===== src/rtl/nco_consts.svh =====
// Constants for the numerically controlled oscillator
`ifndef NCO_CONSTS_SVH
`define NCO_CONSTS_SVH
`define NCO_ACC_WIDTH 20
`define NCO_INC_WIDTH 16
`define NCO_INC_RESET 16'h0001
`define NCO_INC_LOW_RESET 8'h01
`define NCO_INC_HIGH_RESET 8'h00
`define NCO_ACC_RESET 20'h00000
`define NCO_CKS_FAST 2'h0
`define NCO_CKS_SYS 2'h1
`define NCO_CKS_CELL 2'h2
`define NCO_CKS_PIN 2'h3
`define NCO_LOAD_EDGES 2'h2
`endif


===== src/rtl/nco_pkg.sv =====
// Types for the numerically controlled oscillator
package nco_pkg;
    typedef enum logic [1:0] {
        NCO_LOAD_IDLE,
        NCO_LOAD_WAIT1,
        NCO_LOAD_WAIT2
    } nco_load_state_type;
endpackage


===== src/rtl/nco_core.sv =====
// Numerically controlled oscillator core
// Behaviour
// RULE_01 - Add increment once per input clock period
// RULE_02 - 20-bit accumulator via three byte registers
// RULE_03 - Sum replaces accumulator on input clock edge
// RULE_04 - Addition carry is raw overflow output
// RULE_05 - Each overflow raises interrupt event
// RULE_06 - 16-bit increment in two byte registers
// RULE_07 - Software writes high byte before low
// RULE_08 - Low write loads buffers second edge later
// RULE_09 - Adder uses only buffered increment copy
// RULE_10 - Disabled: increment writes load buffers immediately
// RULE_11 - Increment buffers hidden from software
// RULE_12 - Four selectable input clock sources
// RULE_13 - Overflow rate is fin times inc over 2^n
// RULE_14 - Overflow through stretcher or toggle to outputs
// RULE_15 - Fixed duty mode toggles on every overflow
// RULE_16 - Pulse mode stretches 1 to 128 periods
// RULE_17 - Clock select codes choose the source
// RULE_18 - Polarity bit inverts final output
// RULE_19 - Disabled: accumulator holds, no events
// RULE_20 - Software accumulator writes win over additions
`timescale 1ns/10ps
`default_nettype none
`include "nco_consts.svh"
module nco_core #(
    parameter int ACC_WIDTH = `NCO_ACC_WIDTH,
    parameter int INC_WIDTH = `NCO_INC_WIDTH
) (
    // System
    input wire logic clk,
    input wire logic reset,
    // Clock sources, synchronous levels
    input wire logic internal_fast_oscillator,
    input wire logic logic_cell_one_output,
    input wire logic external_clock_pin,
    // Control bits
    input wire logic oscillator_enable_bit,
    input wire logic output_enable_bit,
    input wire logic output_polarity_bit,
    input wire logic pulse_frequency_mode_bit,
    input wire logic [2:0] pulse_width_select,
    input wire logic [1:0] clock_source_select,
    // Increment byte writes
    input wire logic increment_low_write,
    input wire logic increment_high_write,
    input wire logic [7:0] increment_write_data,
    // Accumulator byte writes
    input wire logic accumulator_low_write,
    input wire logic accumulator_high_write,
    input wire logic accumulator_upper_write,
    input wire logic [7:0] accumulator_write_data,
    // Readback
    output logic [7:0] increment_low_byte,
    output logic [7:0] increment_high_byte,
    output logic [7:0] accumulator_low_byte,
    output logic [7:0] accumulator_high_byte,
    output logic [7:0] accumulator_upper_byte,
    // Outputs
    output logic accumulator_carry_out,
    output logic overflow_interrupt_event,
    output logic oscillator_output,
    output logic oscillator_pin_out,
    output logic oscillator_pin_oe
);
    if (ACC_WIDTH != `NCO_ACC_WIDTH || INC_WIDTH != `NCO_INC_WIDTH) begin : width_check
        $error("nco_core serves a 20-bit accumulator and 16-bit increment only");
    end

    logic [ACC_WIDTH-1:0] acc_reg;
    logic [INC_WIDTH-1:0] inc_buf_reg;
    logic [7:0] inc_low_reg;
    logic [7:0] inc_high_reg;
    logic src_level;
    logic src_prev_reg;
    logic tick;
    logic [ACC_WIDTH:0] sum;
    logic carry_reg;
    logic toggle_reg;
    logic pulse_reg;
    logic [7:0] pulse_cnt_reg;
    logic [7:0] pulse_len;
    logic raw_out;
    logic acc_write;
    logic overflow_hit;
    nco_pkg::nco_load_state_type load_state_reg;

    // Source select
    always_comb begin
        unique case (clock_source_select) // RULE_12 RULE_17
            `NCO_CKS_FAST: src_level = internal_fast_oscillator;
            `NCO_CKS_SYS: src_level = 1'b0;
            `NCO_CKS_CELL: src_level = logic_cell_one_output;
            `NCO_CKS_PIN: src_level = external_clock_pin;
        endcase
    end

    // Edge of selected source; system clock source ticks every cycle
    always_ff @(posedge clk) begin
        if (reset) begin
            src_prev_reg <= 1'b0;
        end else begin
            src_prev_reg <= src_level;
        end
    end

    assign tick = (clock_source_select == `NCO_CKS_SYS) ? 1'b1 : (src_level && !src_prev_reg);
    assign sum = {1'b0, acc_reg} + {{(ACC_WIDTH - INC_WIDTH + 1){1'b0}}, inc_buf_reg}; // RULE_13
    assign acc_write = accumulator_low_write || accumulator_high_write || accumulator_upper_write;
    assign overflow_hit = oscillator_enable_bit && tick && !acc_write && sum[ACC_WIDTH]; // RULE_20

    // Accumulator
    always_ff @(posedge clk) begin
        if (reset) begin
            acc_reg <= `NCO_ACC_RESET;
        end else if (acc_write) begin
            if (accumulator_low_write) begin // RULE_20
                acc_reg[7:0] <= accumulator_write_data;
            end
            if (accumulator_high_write) begin
                acc_reg[15:8] <= accumulator_write_data;
            end
            if (accumulator_upper_write) begin
                acc_reg[19:16] <= accumulator_write_data[3:0]; // RULE_02
            end
        end else if (oscillator_enable_bit && tick) begin // RULE_19
            acc_reg <= sum[ACC_WIDTH-1:0]; // RULE_01 RULE_03
        end
    end

    // Increment byte registers
    always_ff @(posedge clk) begin
        if (reset) begin
            inc_low_reg <= `NCO_INC_LOW_RESET;
            inc_high_reg <= `NCO_INC_HIGH_RESET;
        end else begin
            if (increment_low_write) begin // RULE_06
                inc_low_reg <= increment_write_data;
            end
            if (increment_high_write) begin
                inc_high_reg <= increment_write_data;
            end
        end
    end

    // Buffer load sequencing
    always_ff @(posedge clk) begin
        if (reset) begin
            load_state_reg <= nco_pkg::NCO_LOAD_IDLE;
            inc_buf_reg <= `NCO_INC_RESET;
        end else if (!oscillator_enable_bit) begin
            load_state_reg <= nco_pkg::NCO_LOAD_IDLE;
            if (increment_low_write) begin // RULE_10
                inc_buf_reg <= {inc_high_reg, increment_write_data};
            end else if (increment_high_write) begin
                inc_buf_reg <= {increment_write_data, inc_low_reg};
            end else begin
                inc_buf_reg <= {inc_high_reg, inc_low_reg};
            end
        end else if (increment_low_write) begin // RULE_08
            load_state_reg <= nco_pkg::NCO_LOAD_WAIT1;
        end else begin
            unique case (load_state_reg)
                nco_pkg::NCO_LOAD_IDLE: load_state_reg <= nco_pkg::NCO_LOAD_IDLE;
                nco_pkg::NCO_LOAD_WAIT1: begin
                    if (tick) begin
                        load_state_reg <= nco_pkg::NCO_LOAD_WAIT2;
                    end
                end
                nco_pkg::NCO_LOAD_WAIT2: begin
                    if (tick) begin
                        load_state_reg <= nco_pkg::NCO_LOAD_IDLE;
                        inc_buf_reg <= {inc_high_reg, inc_low_reg}; // RULE_09
                    end
                end
            endcase
        end
    end

    // Overflow and interrupt
    always_ff @(posedge clk) begin
        if (reset) begin
            carry_reg <= 1'b0;
            overflow_interrupt_event <= 1'b0;
        end else begin
            carry_reg <= overflow_hit; // RULE_04
            overflow_interrupt_event <= overflow_hit; // RULE_05
        end
    end

    always_comb begin
        unique case (pulse_width_select) // RULE_16
            3'h0: pulse_len = 8'h01;
            3'h1: pulse_len = 8'h02;
            3'h2: pulse_len = 8'h04;
            3'h3: pulse_len = 8'h08;
            3'h4: pulse_len = 8'h10;
            3'h5: pulse_len = 8'h20;
            3'h6: pulse_len = 8'h40;
            3'h7: pulse_len = 8'h80;
        endcase
    end

    // Toggle stage
    always_ff @(posedge clk) begin
        if (reset) begin
            toggle_reg <= 1'b0;
        end else if (carry_reg && !pulse_frequency_mode_bit) begin
            toggle_reg <= !toggle_reg; // RULE_15
        end
    end

    // Pulse stretcher, counted in input clock periods
    always_ff @(posedge clk) begin
        if (reset) begin
            pulse_reg <= 1'b0;
            pulse_cnt_reg <= 8'h00;
        end else if (!oscillator_enable_bit || !pulse_frequency_mode_bit) begin
            pulse_reg <= 1'b0;
            pulse_cnt_reg <= 8'h00;
        end else if (carry_reg) begin
            pulse_reg <= 1'b1; // RULE_16
            pulse_cnt_reg <= pulse_len - 8'h01;
        end else if (tick && pulse_reg) begin
            if (pulse_cnt_reg == 8'h00) begin
                pulse_reg <= 1'b0;
            end else begin
                pulse_cnt_reg <= pulse_cnt_reg - 8'h01;
            end
        end
    end

    assign raw_out = (pulse_frequency_mode_bit ? pulse_reg : toggle_reg)
                     ^ output_polarity_bit; // RULE_14 RULE_18

    // Output stage and readback
    always_ff @(posedge clk) begin
        if (reset) begin
            oscillator_output <= 1'b0;
            oscillator_pin_out <= 1'b0;
            oscillator_pin_oe <= 1'b0;
            accumulator_carry_out <= 1'b0;
        end else begin
            oscillator_output <= raw_out;
            oscillator_pin_out <= raw_out;
            oscillator_pin_oe <= output_enable_bit;
            accumulator_carry_out <= carry_reg;
        end
    end

    always_ff @(posedge clk) begin
        if (reset) begin
            increment_low_byte <= `NCO_INC_LOW_RESET;
            increment_high_byte <= `NCO_INC_HIGH_RESET;
            accumulator_low_byte <= 8'h00;
            accumulator_high_byte <= 8'h00;
            accumulator_upper_byte <= 8'h00;
        end else begin
            increment_low_byte <= inc_low_reg; // RULE_11
            increment_high_byte <= inc_high_reg;
            accumulator_low_byte <= acc_reg[7:0];
            accumulator_high_byte <= acc_reg[15:8];
            accumulator_upper_byte <= {4'h0, acc_reg[19:16]};
        end
    end
endmodule
`default_nettype wire


===== config.mk =====
export PLATFORM = sky130hd
export DESIGN_NAME = nco_core
export DESIGN_NICKNAME = d
export VERILOG_FILES = /design/src/rtl/nco_pkg.sv /design/src/rtl/nco_core.sv
export VERILOG_INCLUDE_DIRS = /design/src /design/src/rtl
export SDC_FILE = /design/constraint.sdc
export NUM_CORES = 1
export LEC_CHECK = 0
export BUFFER_PORTS_ARGS = -buffer_cell sky130_fd_sc_hd__clkbuf_2
export CORE_UTILIZATION = 51
export CTS_CLUSTER_DIAMETER = 100
export DETAILED_ROUTE_END_ITERATION = 10
export HOLD_SLACK_MARGIN = 0.06
export PLACE_DENSITY = 0.73
export RECOVER_POWER = 25
export SKIP_LAST_GASP = 1
export SLEW_MARGIN = 0
export SYNTH_ARGS = -nofsm -noshare
export SYNTH_HDL_FRONTEND = slang
export SYNTH_SLANG_ARGS = --single-unit

===== constraint.sdc =====
create_clock -name clk -period 2 [get_ports clk]
set_input_delay 0.2 -clock clk [delete_from_list [all_inputs] [get_ports clk]]
set_output_delay 0.2 -clock clk [all_outputs]
set_load 0.01 [all_outputs]

==> results of run 1 <==
==> metrics by stage <==
step	util (%)	power (mW)	setup TNS (ns)	area [um2]	cells
after floorplan	-	2.771	-0.05021	5152	570
after global placement	60.16	3.034	-0.2734	5853	786
after detailed placement	60.16	3.055	-0.9378	5853	786
after CTS	62.87	4.407	-0.6233	6117	808
after global routing	65.15	4.650	-1.495	6339	813
final	65.15	4.445	-0.7426	6339	813
==> power groups by stage <==
stage                     Combinational (mW)  Clock (mW)  Sequential, mW
after global placement                 0.721           0            2.31
after CTS                              0.755        1.38            2.27
after detailed placement               0.738           0            2.32
after global routing                   0.893        1.47            2.29
final                                  0.821        1.35            2.28
after floorplan                        0.460           0            2.31
==> cells in the final DEF (no fill, tap or decap), drive strengths merged, types with 13 or more instances in the layout <==
master and count:
a211oi 22, inv 13, a21oi 33, mux2i 41, nor2b 39, ha 17, buf 54, nand2 34
dfxtp 105, o21ai 22, nor3 15, clkbuf 84, nor2 71
==> logic make-up (layout without fill, tap and decap cells) <==
group | Yosys count | count (layout)
compound gates | 131 | 131
xor+xnor | 13 | 13
fa+ha+maj | 18 | 18
buf+inv | 46 | 156
flops | 105 | 105
mux | 43 | 43
other cells | 1 | 4
simple gates | 210 | 210
==> layout make-up <==
type                       instances  share of cell area (%)
clock buffer                       9                   1.954
clock inverter                     7                   1.204
inverter                           9                  0.5330
multi-input combinational        419                   47.41
sequential                       105                   33.40
tap                              133                   2.625
timing repair buffer             131                   12.87
==> critical path, cell delays in order, from the launching register on <==
cell      delay [ns]
dfxtp_2         0.37
ha_4            0.14
inv_2           0.04
fa_2            0.36
nand2b_4        0.16
a21oi_4         0.14
o211ai_1        0.14
buf_4           0.18
o31a_1          0.29
nand3b_1        0.18
o211ai_1        0.11
==> final timing paths <==
check / startpoint / endpoint / slack, ns / depth (start not counted)
setup / recovery: inc_buf_reg[0] / acc_reg[18] / -0.17 / 10
hold / removal: increment_write_data[0] / inc_low_reg[0] / 0.07 / 3
setup reg to reg: inc_buf_reg[0] / acc_reg[18] / -0.17 / 10
hold reg to reg: inc_low_reg[2] / increment_low_byte[2] / 0.49 / 1
==> metal layers <==
layer / up-vias / share of wire, % / routed length [um]
met5: - / 0 / 0
met3: 23 / 5.1 / 672
li1: 2235 / - / -
met4: 0 / 2.2 / 294
met1: 2137 / 43 / 5675
met2: 148 / 50 / 6615
==> repair_timing <==
item,CTS,global route
hold buffers,2,0
hold endpoints to repair,2,0
setup endpoints to repair,10,16
gates resized for setup,7,38
pin swaps,10,20
setup buffers,4,6
==> impl_results.rst, run 1 <==
.. list-table::
   :header-rows: 1

   * - Metric
     - Value
   * - Run status
     - finished, violations left
   * - Violations in the final reports
     - negative setup slack
   * - Global-route wire length before repair
     - 20330 um
   * - Congestion Overflow GR
     - 0
   * - Drt first pass iters
     - 7
   * - Type of the worst min-delay path
     - input pin to register
   * - Vias
     - roughly 4500
   * - Post-synthesis async set-or-reset flop share
     - 0%
   * - Period minus WS final
     - approximately 2.2 ns
   * - Floorplan die height
     - 101.9 um
   * - Top cell type's share of synthesized area
     - 41.27%
   * - Average wire per cell in the routed design
     - 16.31 um
   * - Proportion of synthesized chip area in sequential cells
     - between 40% and 50%
   * - Multiplexer share of the synthesized area
     - 8.499%
   * - Gp weighted congestion
     - a little over 0.9
   * - Switching Power
     - 1.369 mW
   * - Internal power consumption
     - ~3.1 mW
   * - Cell leakage power
     - 2.663 nW
   * - Drt initial violations
     - between 200 and 250
   * - # fillers
     - 855
   * - Largest net degree at the start of global routing
     - slightly below 70
   * - Initial core utilization
     - a little over half
   * - Number of vias per cell after detailed routing
     - 5.588
   * - Unrepaired setup endpoints after global routing
     - true
   * - Endpoint kind of the worst setup timing path
     - register
   * - Half-perimeter wire length of the detailed placement result
     - slightly below 10000 um
   * - Number of flip-flops and latches in the synthesized netlist
     - between 100 and 150
   * - Number of enable flip-flop cells after synthesis
     - 0
   * - Io pins
     - 80
   * - Top cells by area in the synthesized netlist
     - dfxtp_1 41%, mux2i_1 8.1%, nor2_1 5.2%
   * - Synth Area in Simple Gates
     - 20.61%
   * - Max-cap violations
     - 0
   * - Most repeated cell in the gate-level netlist after synthesis
     - dfxtp_1
   * - Fin Hold WS
     - approximately 0.075 ns
   * - Via count of the first global-routing pass
     - a little over 4000
   * - Type of the worst setup path
     - register to register
   * - Total track usage
     - 25.45%
   * - Buffers on Ports
     - 75
   * - Ranking of synthesized cells by instance count
     - 105 x dfxtp_1, 71 x nor2_1, 41 x mux2i_1
   * - Cell accounting for the most synthesized area
     - dfxtp_1
   * - Worst clock skew
     - 0.01541 ns
   * - Final Setup Violations
     - 9
   * - Part of the total power dissipated in the clock network
     - 30.3%
   * - Count of warnings emitted by yosys
     - 0
   * - Largest buffer count on any clock path
     - 2
   * - Final layout net count
     - roughly 730
   * - Fin. max-slew vios
     - 0
   * - Number of flip-flops under the largest register name
     - 20
   * - Actual transition at the worst max-transition pin
     - 0.6983 ns
   * - Area growth syn-to-layout
     - 24.44%
   * - Post-Syn Area per Cell
     - approximately 9 um2
   * - Final Hold Viols
     - 0
   * - Pwr Density
     - about 700 nW/um2
   * - Count of distinct cell types in the synthesized netlist
     - 63
   * - Die X-Extent
     - between 100 and 150 um
   * - Post-route fraction of the period consumed by the critical path
     - 108.6%
   * - Most heavily used metal layer in global routing
     - met2
   * - Maximum fanout along the worst path
     - 4
   * - Cells after synthesis
     - 567
   * - Area taken by flip-flops and latches
     - about 2100 um2
   * - XOR/XNOR share of the synthesized area
     - approximately 2.2%
   * - Routed wire length
     - ~13000 um
   * - Share of total power in sequential cells
     - between 50% and 60%
   * - Most used flip-flop cell after synthesis
     - dfxtp_1
   * - Mapped Area
     - 5094 um2
   * - Number of nets with antenna violations after detailed routing
     - 0
   * - # rows
     - 36
   * - FMAX
     - between 0.4 and 0.5 GHz
   * - GR met2 Demand/Resource
     - 42.36%
   * - Fraction of layout cells with a size suffix above 1
     - 28.82%
   * - Worst Path Arrival
     - between 2 and 3 ns
   * - Kind of launch point of the worst setup path
     - register
   * - CTS tree
     - yes
   * - Remaining DRCs
     - 0
   * - Proportion of total power due to net switching
     - between 30% and 40%
   * - Number of CTS-inserted buffers
     - 9
   * - Required @ worst endpoint
     - between 2 and 2.5 ns
   * - Multi-input combinational cell area
     - 3005 um2
   * - Clock-pin slew reported for the worst setup and hold paths after clock tree synthesis
     - roughly 0.12 ns
   * - Headroom to the max-slew limit
     - ~53%
   * - Adder-cell share of the synthesized area
     - under 10%
   * - H-tree lvl count
     - 3
   * - Final WS setup
     - -0.1730 ns
   * - Worst-case setup slack after placement
     - -0.1874 ns
   * - Insertion delay to the later sink of the worst-skew pair
     - ~0.40 ns
   * - Root buffer cell
     - clkbuf_8
   * - Number of clock sinks seen by CTS
     - about 110
   * - Combinational share of power
     - between 10% and 20%
   * - Main combinational cell family by area after synthesis
     - simple AND/OR/NAND/NOR gates
   * - Fraction of the mapped netlist area in compound gates
     - a little under a fifth
   * - IR drop worst, VDD
     - between 0.4 and 0.5 mV
   * - Antenna fix cells
     - 0
   * - Core Footprint
     - 9729 um2
   * - Met1 global-route usage
     - 32.03%
   * - Initial antenna violation count
     - 0
   * - GR met3 Demand/Resource
     - a little under 6%
   * - Die area
     - slightly above 10000 um2
No activity file was read; power rests on OpenSTA's default activity.
==> run 2, diff against run 1 <==
CORE_UTILIZATION = 57   (was 51)
PLACE_DENSITY = 0.77   (was 0.73)
clock period = 2.3 ns   (was 2 ns; I/O delays follow)
==> run 2 against run 1 <==
Net effect:
- the flow now finishes without violations
- via count is 4.3% lower
- sequential power is 14% lower
- count of clock-buffer cells in the layout stayed put
- clock power is 11% lower
- critical path type unchanged
- largest cell class unchanged
==> impl_results.rst, run 2 (synthesis results as in run 1) <==
.. list-table::
   :header-rows: 1

   * - Metric
     - Value
   * - Largest net degree at the start of global routing
     - 56
   * - Type of the worst min-delay path
     - input pin to register
   * - Final Hold Viols
     - 0
   * - Initial core utilization
     - approximately 59%
   * - Switching Power
     - around 1.1 mW
   * - Die area
     - slightly above 9000 um2
   * - Period minus WS final
     - between 2 and 2.5 ns
   * - Internal power consumption
     - between 2 and 3 mW
   * - Number of vias per cell after detailed routing
     - 5.773
   * - IR drop worst, VDD
     - 0.3748 mV
   * - Proportion of total power due to net switching
     - 28.55%
   * - Unrepaired setup endpoints after global routing
     - false
   * - Hold EP
     - oscillator_pin_out
   * - Initial antenna violation count
     - 0
   * - Non-filler instance count after layout
     - 753
   * - Core Footprint
     - 8678 um2
   * - Required @ worst endpoint
     - around 2.6 ns
   * - Finished Core Util
     - 67.17%
   * - Run status
     - complete, no violations
   * - Number of nets with antenna violations after detailed routing
     - 0
   * - Leading cell type in the layout, fill and taps excluded
     - dfxtp_1
   * - # fillers
     - 732
   * - Post-route fraction of the period consumed by the critical path
     - between 90% and 100%
   * - Hold path depth
     - 3
   * - Drt first pass iters
     - 5
   * - Number of clock sinks seen by CTS
     - between 100 and 150
   * - Cell Count Post-Placement
     - ~740
   * - Global-route wire length before repair
     - 18740 um
   * - Io pins
     - 80
   * - Floorplan die height
     - 96.53 um
   * - Number of flip-flops under the largest register name
     - 20
   * - Antenna fix cells
     - 0
   * - Routed wire length
     - between 10000 and 15000 um
   * - Gp weighted congestion
     - 0.9013
   * - Endpoint kind of the worst setup timing path
     - register
   * - Part of the total power dissipated in the clock network
     - between 30% and 40%
   * - Maximum single-stage delay on the critical path
     - 0.35 ns
   * - HP Start
     - output_polarity_bit
   * - Final Setup Violations
     - 0
   * - Maximum fanout along the worst path
     - 4
   * - Buf+Inv Stages, Crit Path
     - 2
   * - Largest buffer count on any clock path
     - 2
   * - CTS tree
     - yes
   * - FMAX
     - ~0.45 GHz
   * - Pwr Density
     - ~640 nW/um2
   * - Fin. max-slew vios
     - 0
   * - Insertion delay to the later sink of the worst-skew pair
     - roughly 0.38 ns
   * - Die X-Extent
     - 96.53 um
   * - Max stage delay cell, worst path
     - dfxtp_2
   * - Fraction of layout cells with a size suffix above 1
     - 20.00%
   * - H-tree lvl count
     - 3
   * - Worst clock skew
     - ~0.017 ns
   * - Buffers on Ports
     - 75
   * - Vias
     - ~4300
   * - Half-perimeter wire length of the detailed placement result
     - between 8000 and 9000 um
   * - Register-to-register setup slack
     - 0.1 ns
   * - Commonest cells after routing, fill and taps aside
     - 103 x dfxtp_1, 74 x clkbuf_2, 71 x nor2_1
   * - Average wire per cell in the routed design
     - about 16 um
   * - Root buffer cell
     - clkbuf_8
   * - Share of total power in sequential cells
     - a little over half
   * - Kind of launch point of the worst setup path
     - register
   * - Number of CTS-inserted buffers
     - 9
   * - Actual transition at the worst max-transition pin
     - slightly above 0.6 ns
   * - FF-to-FF End
     - acc_reg[18]
   * - Final layout net count
     - roughly 690
   * - Total track usage
     - between 20% and 30%
   * - Drt initial violations
     - about 250
   * - Number of cell instances on the worst register-to-register path
     - 10
   * - Via count of the first global-routing pass
     - between 3000 and 4000
   * - Cells along the critical path
     - ha_2 -> inv_1 -> fa_2 -> nand2b_4 -> a21oi_4 -> o211ai_1 -> buf_4 -> o31a_1 -> nand3b_1 -> o211ai_1
   * - Headroom to the max-slew limit
     - 58.95%
   * - Type of the worst setup path
     - register to register
   * - Remaining DRCs
     - 0
   * - Worst Path Arrival
     - between 2 and 3 ns
   * - Clock-pin slew reported for the worst setup and hold paths after clock tree synthesis
     - 0.11 ns
   * - Combinational share of power
     - around 16%
   * - Library cell appearing most often on the critical path
     - o211ai_1
   * - Dominant delay contributor by cell family on the critical path
     - compound AO/OA/AOI/OAI gates
   * - Cell leakage power
     - 2.453 nW
   * - Max-cap violations
     - 0
   * - Congestion Overflow GR
     - 0
   * - # rows
     - 34
   * - Worst reg2reg startpoint
     - acc_reg[0]
   * - Area growth syn-to-layout
     - 14.44%
[run 2: worst register-to-register path, cell delays in order, from the launching register on]
cell and delay [ns]:
dfxtp_2 0.35, ha_2 0.20, inv_1 0.05, fa_2 0.34, nand2b_4 0.16, a21oi_4 0.14
o211ai_1 0.14, buf_4 0.16, o31a_1 0.29, nand3b_1 0.19, o211ai_1 0.12
[run 2: through the flow]
| step | total power [mW] | hold WS [ns] | instance area [um2] | worst slack (ns) | setup TNS [ns] |
|---|---|---|---|---|---|
| 2_1_floorplan | 2.398 | 0.3582 | 5105 | 0.1119 | 0 |
| 3_3_place_gp | 2.566 | 0.4417 | 5582 | 0.05485 | 0 |
| 3_5_place_dp | 2.579 | 0.4503 | 5582 | -0.004616 | -0.004616 |
| 4_1_cts | 3.755 | 0.1017 | 5811 | 0.01235 | 0 |
| 5_1_grt | 3.906 | 0.1199 | 5829 | 0.01546 | 0 |
| 6_report | 3.750 | 0.1038 | 5829 | 0.09761 | 0 |
[run 2: worst max-delay path by stage]
stage              startpoint          end  cells after the start
3_3_place_gp       acc_reg[0]  acc_reg[12]                      9
5_1_grt            acc_reg[5]  acc_reg[10]                      7
6_report           acc_reg[0]  acc_reg[18]                     10
2_1_floorplan      acc_reg[0]  acc_reg[12]                      9
4_1_cts        inc_buf_reg[0]  acc_reg[12]                      9
3_5_place_dp       acc_reg[0]  acc_reg[12]                      9
[run 2: final cells by class]
class	instances	area, um2	share of cell area, %
clock buffers	9	123.9	2.125
clock inverters	7	83.83	1.438
inverters	9	33.78	0.5795
multi-input cells	419	2801	48.06
flip-flops and latches	105	2105	36.10
well taps	108	135.1	2.318
repair buffers	96	546.8	9.380
[run 2: repair_timing]
item	4_1_cts	5_1_grt
buffers inserted	1	0
endpoints found under the hold margin	1	0
endpoints found under the setup margin	3	7
hold buffers	1	0
gates resized for setup	2	5
pin swaps	1	1
[run 2: power groups by stage]
stage / Clock, mW / Sequential (mW) / Combinational [mW]
final: 1.20 / 1.97 / 0.584
after floorplan: 0 / 2.01 / 0.391
after global routing: 1.28 / 1.98 / 0.642
after global placement: 0 / 2.01 / 0.559
after CTS: 1.21 / 1.97 / 0.573
after detailed placement: 0 / 2.01 / 0.568
[run 2: metal layers]
layer	global-route usage (%)	vias to the layer above	routed length, um
li1	-	2157	-
met1	36.68	2010	5618
met2	40.73	160	5214
met3	3.286	20	620
met4	10.78	0	286
met5	0	-	0
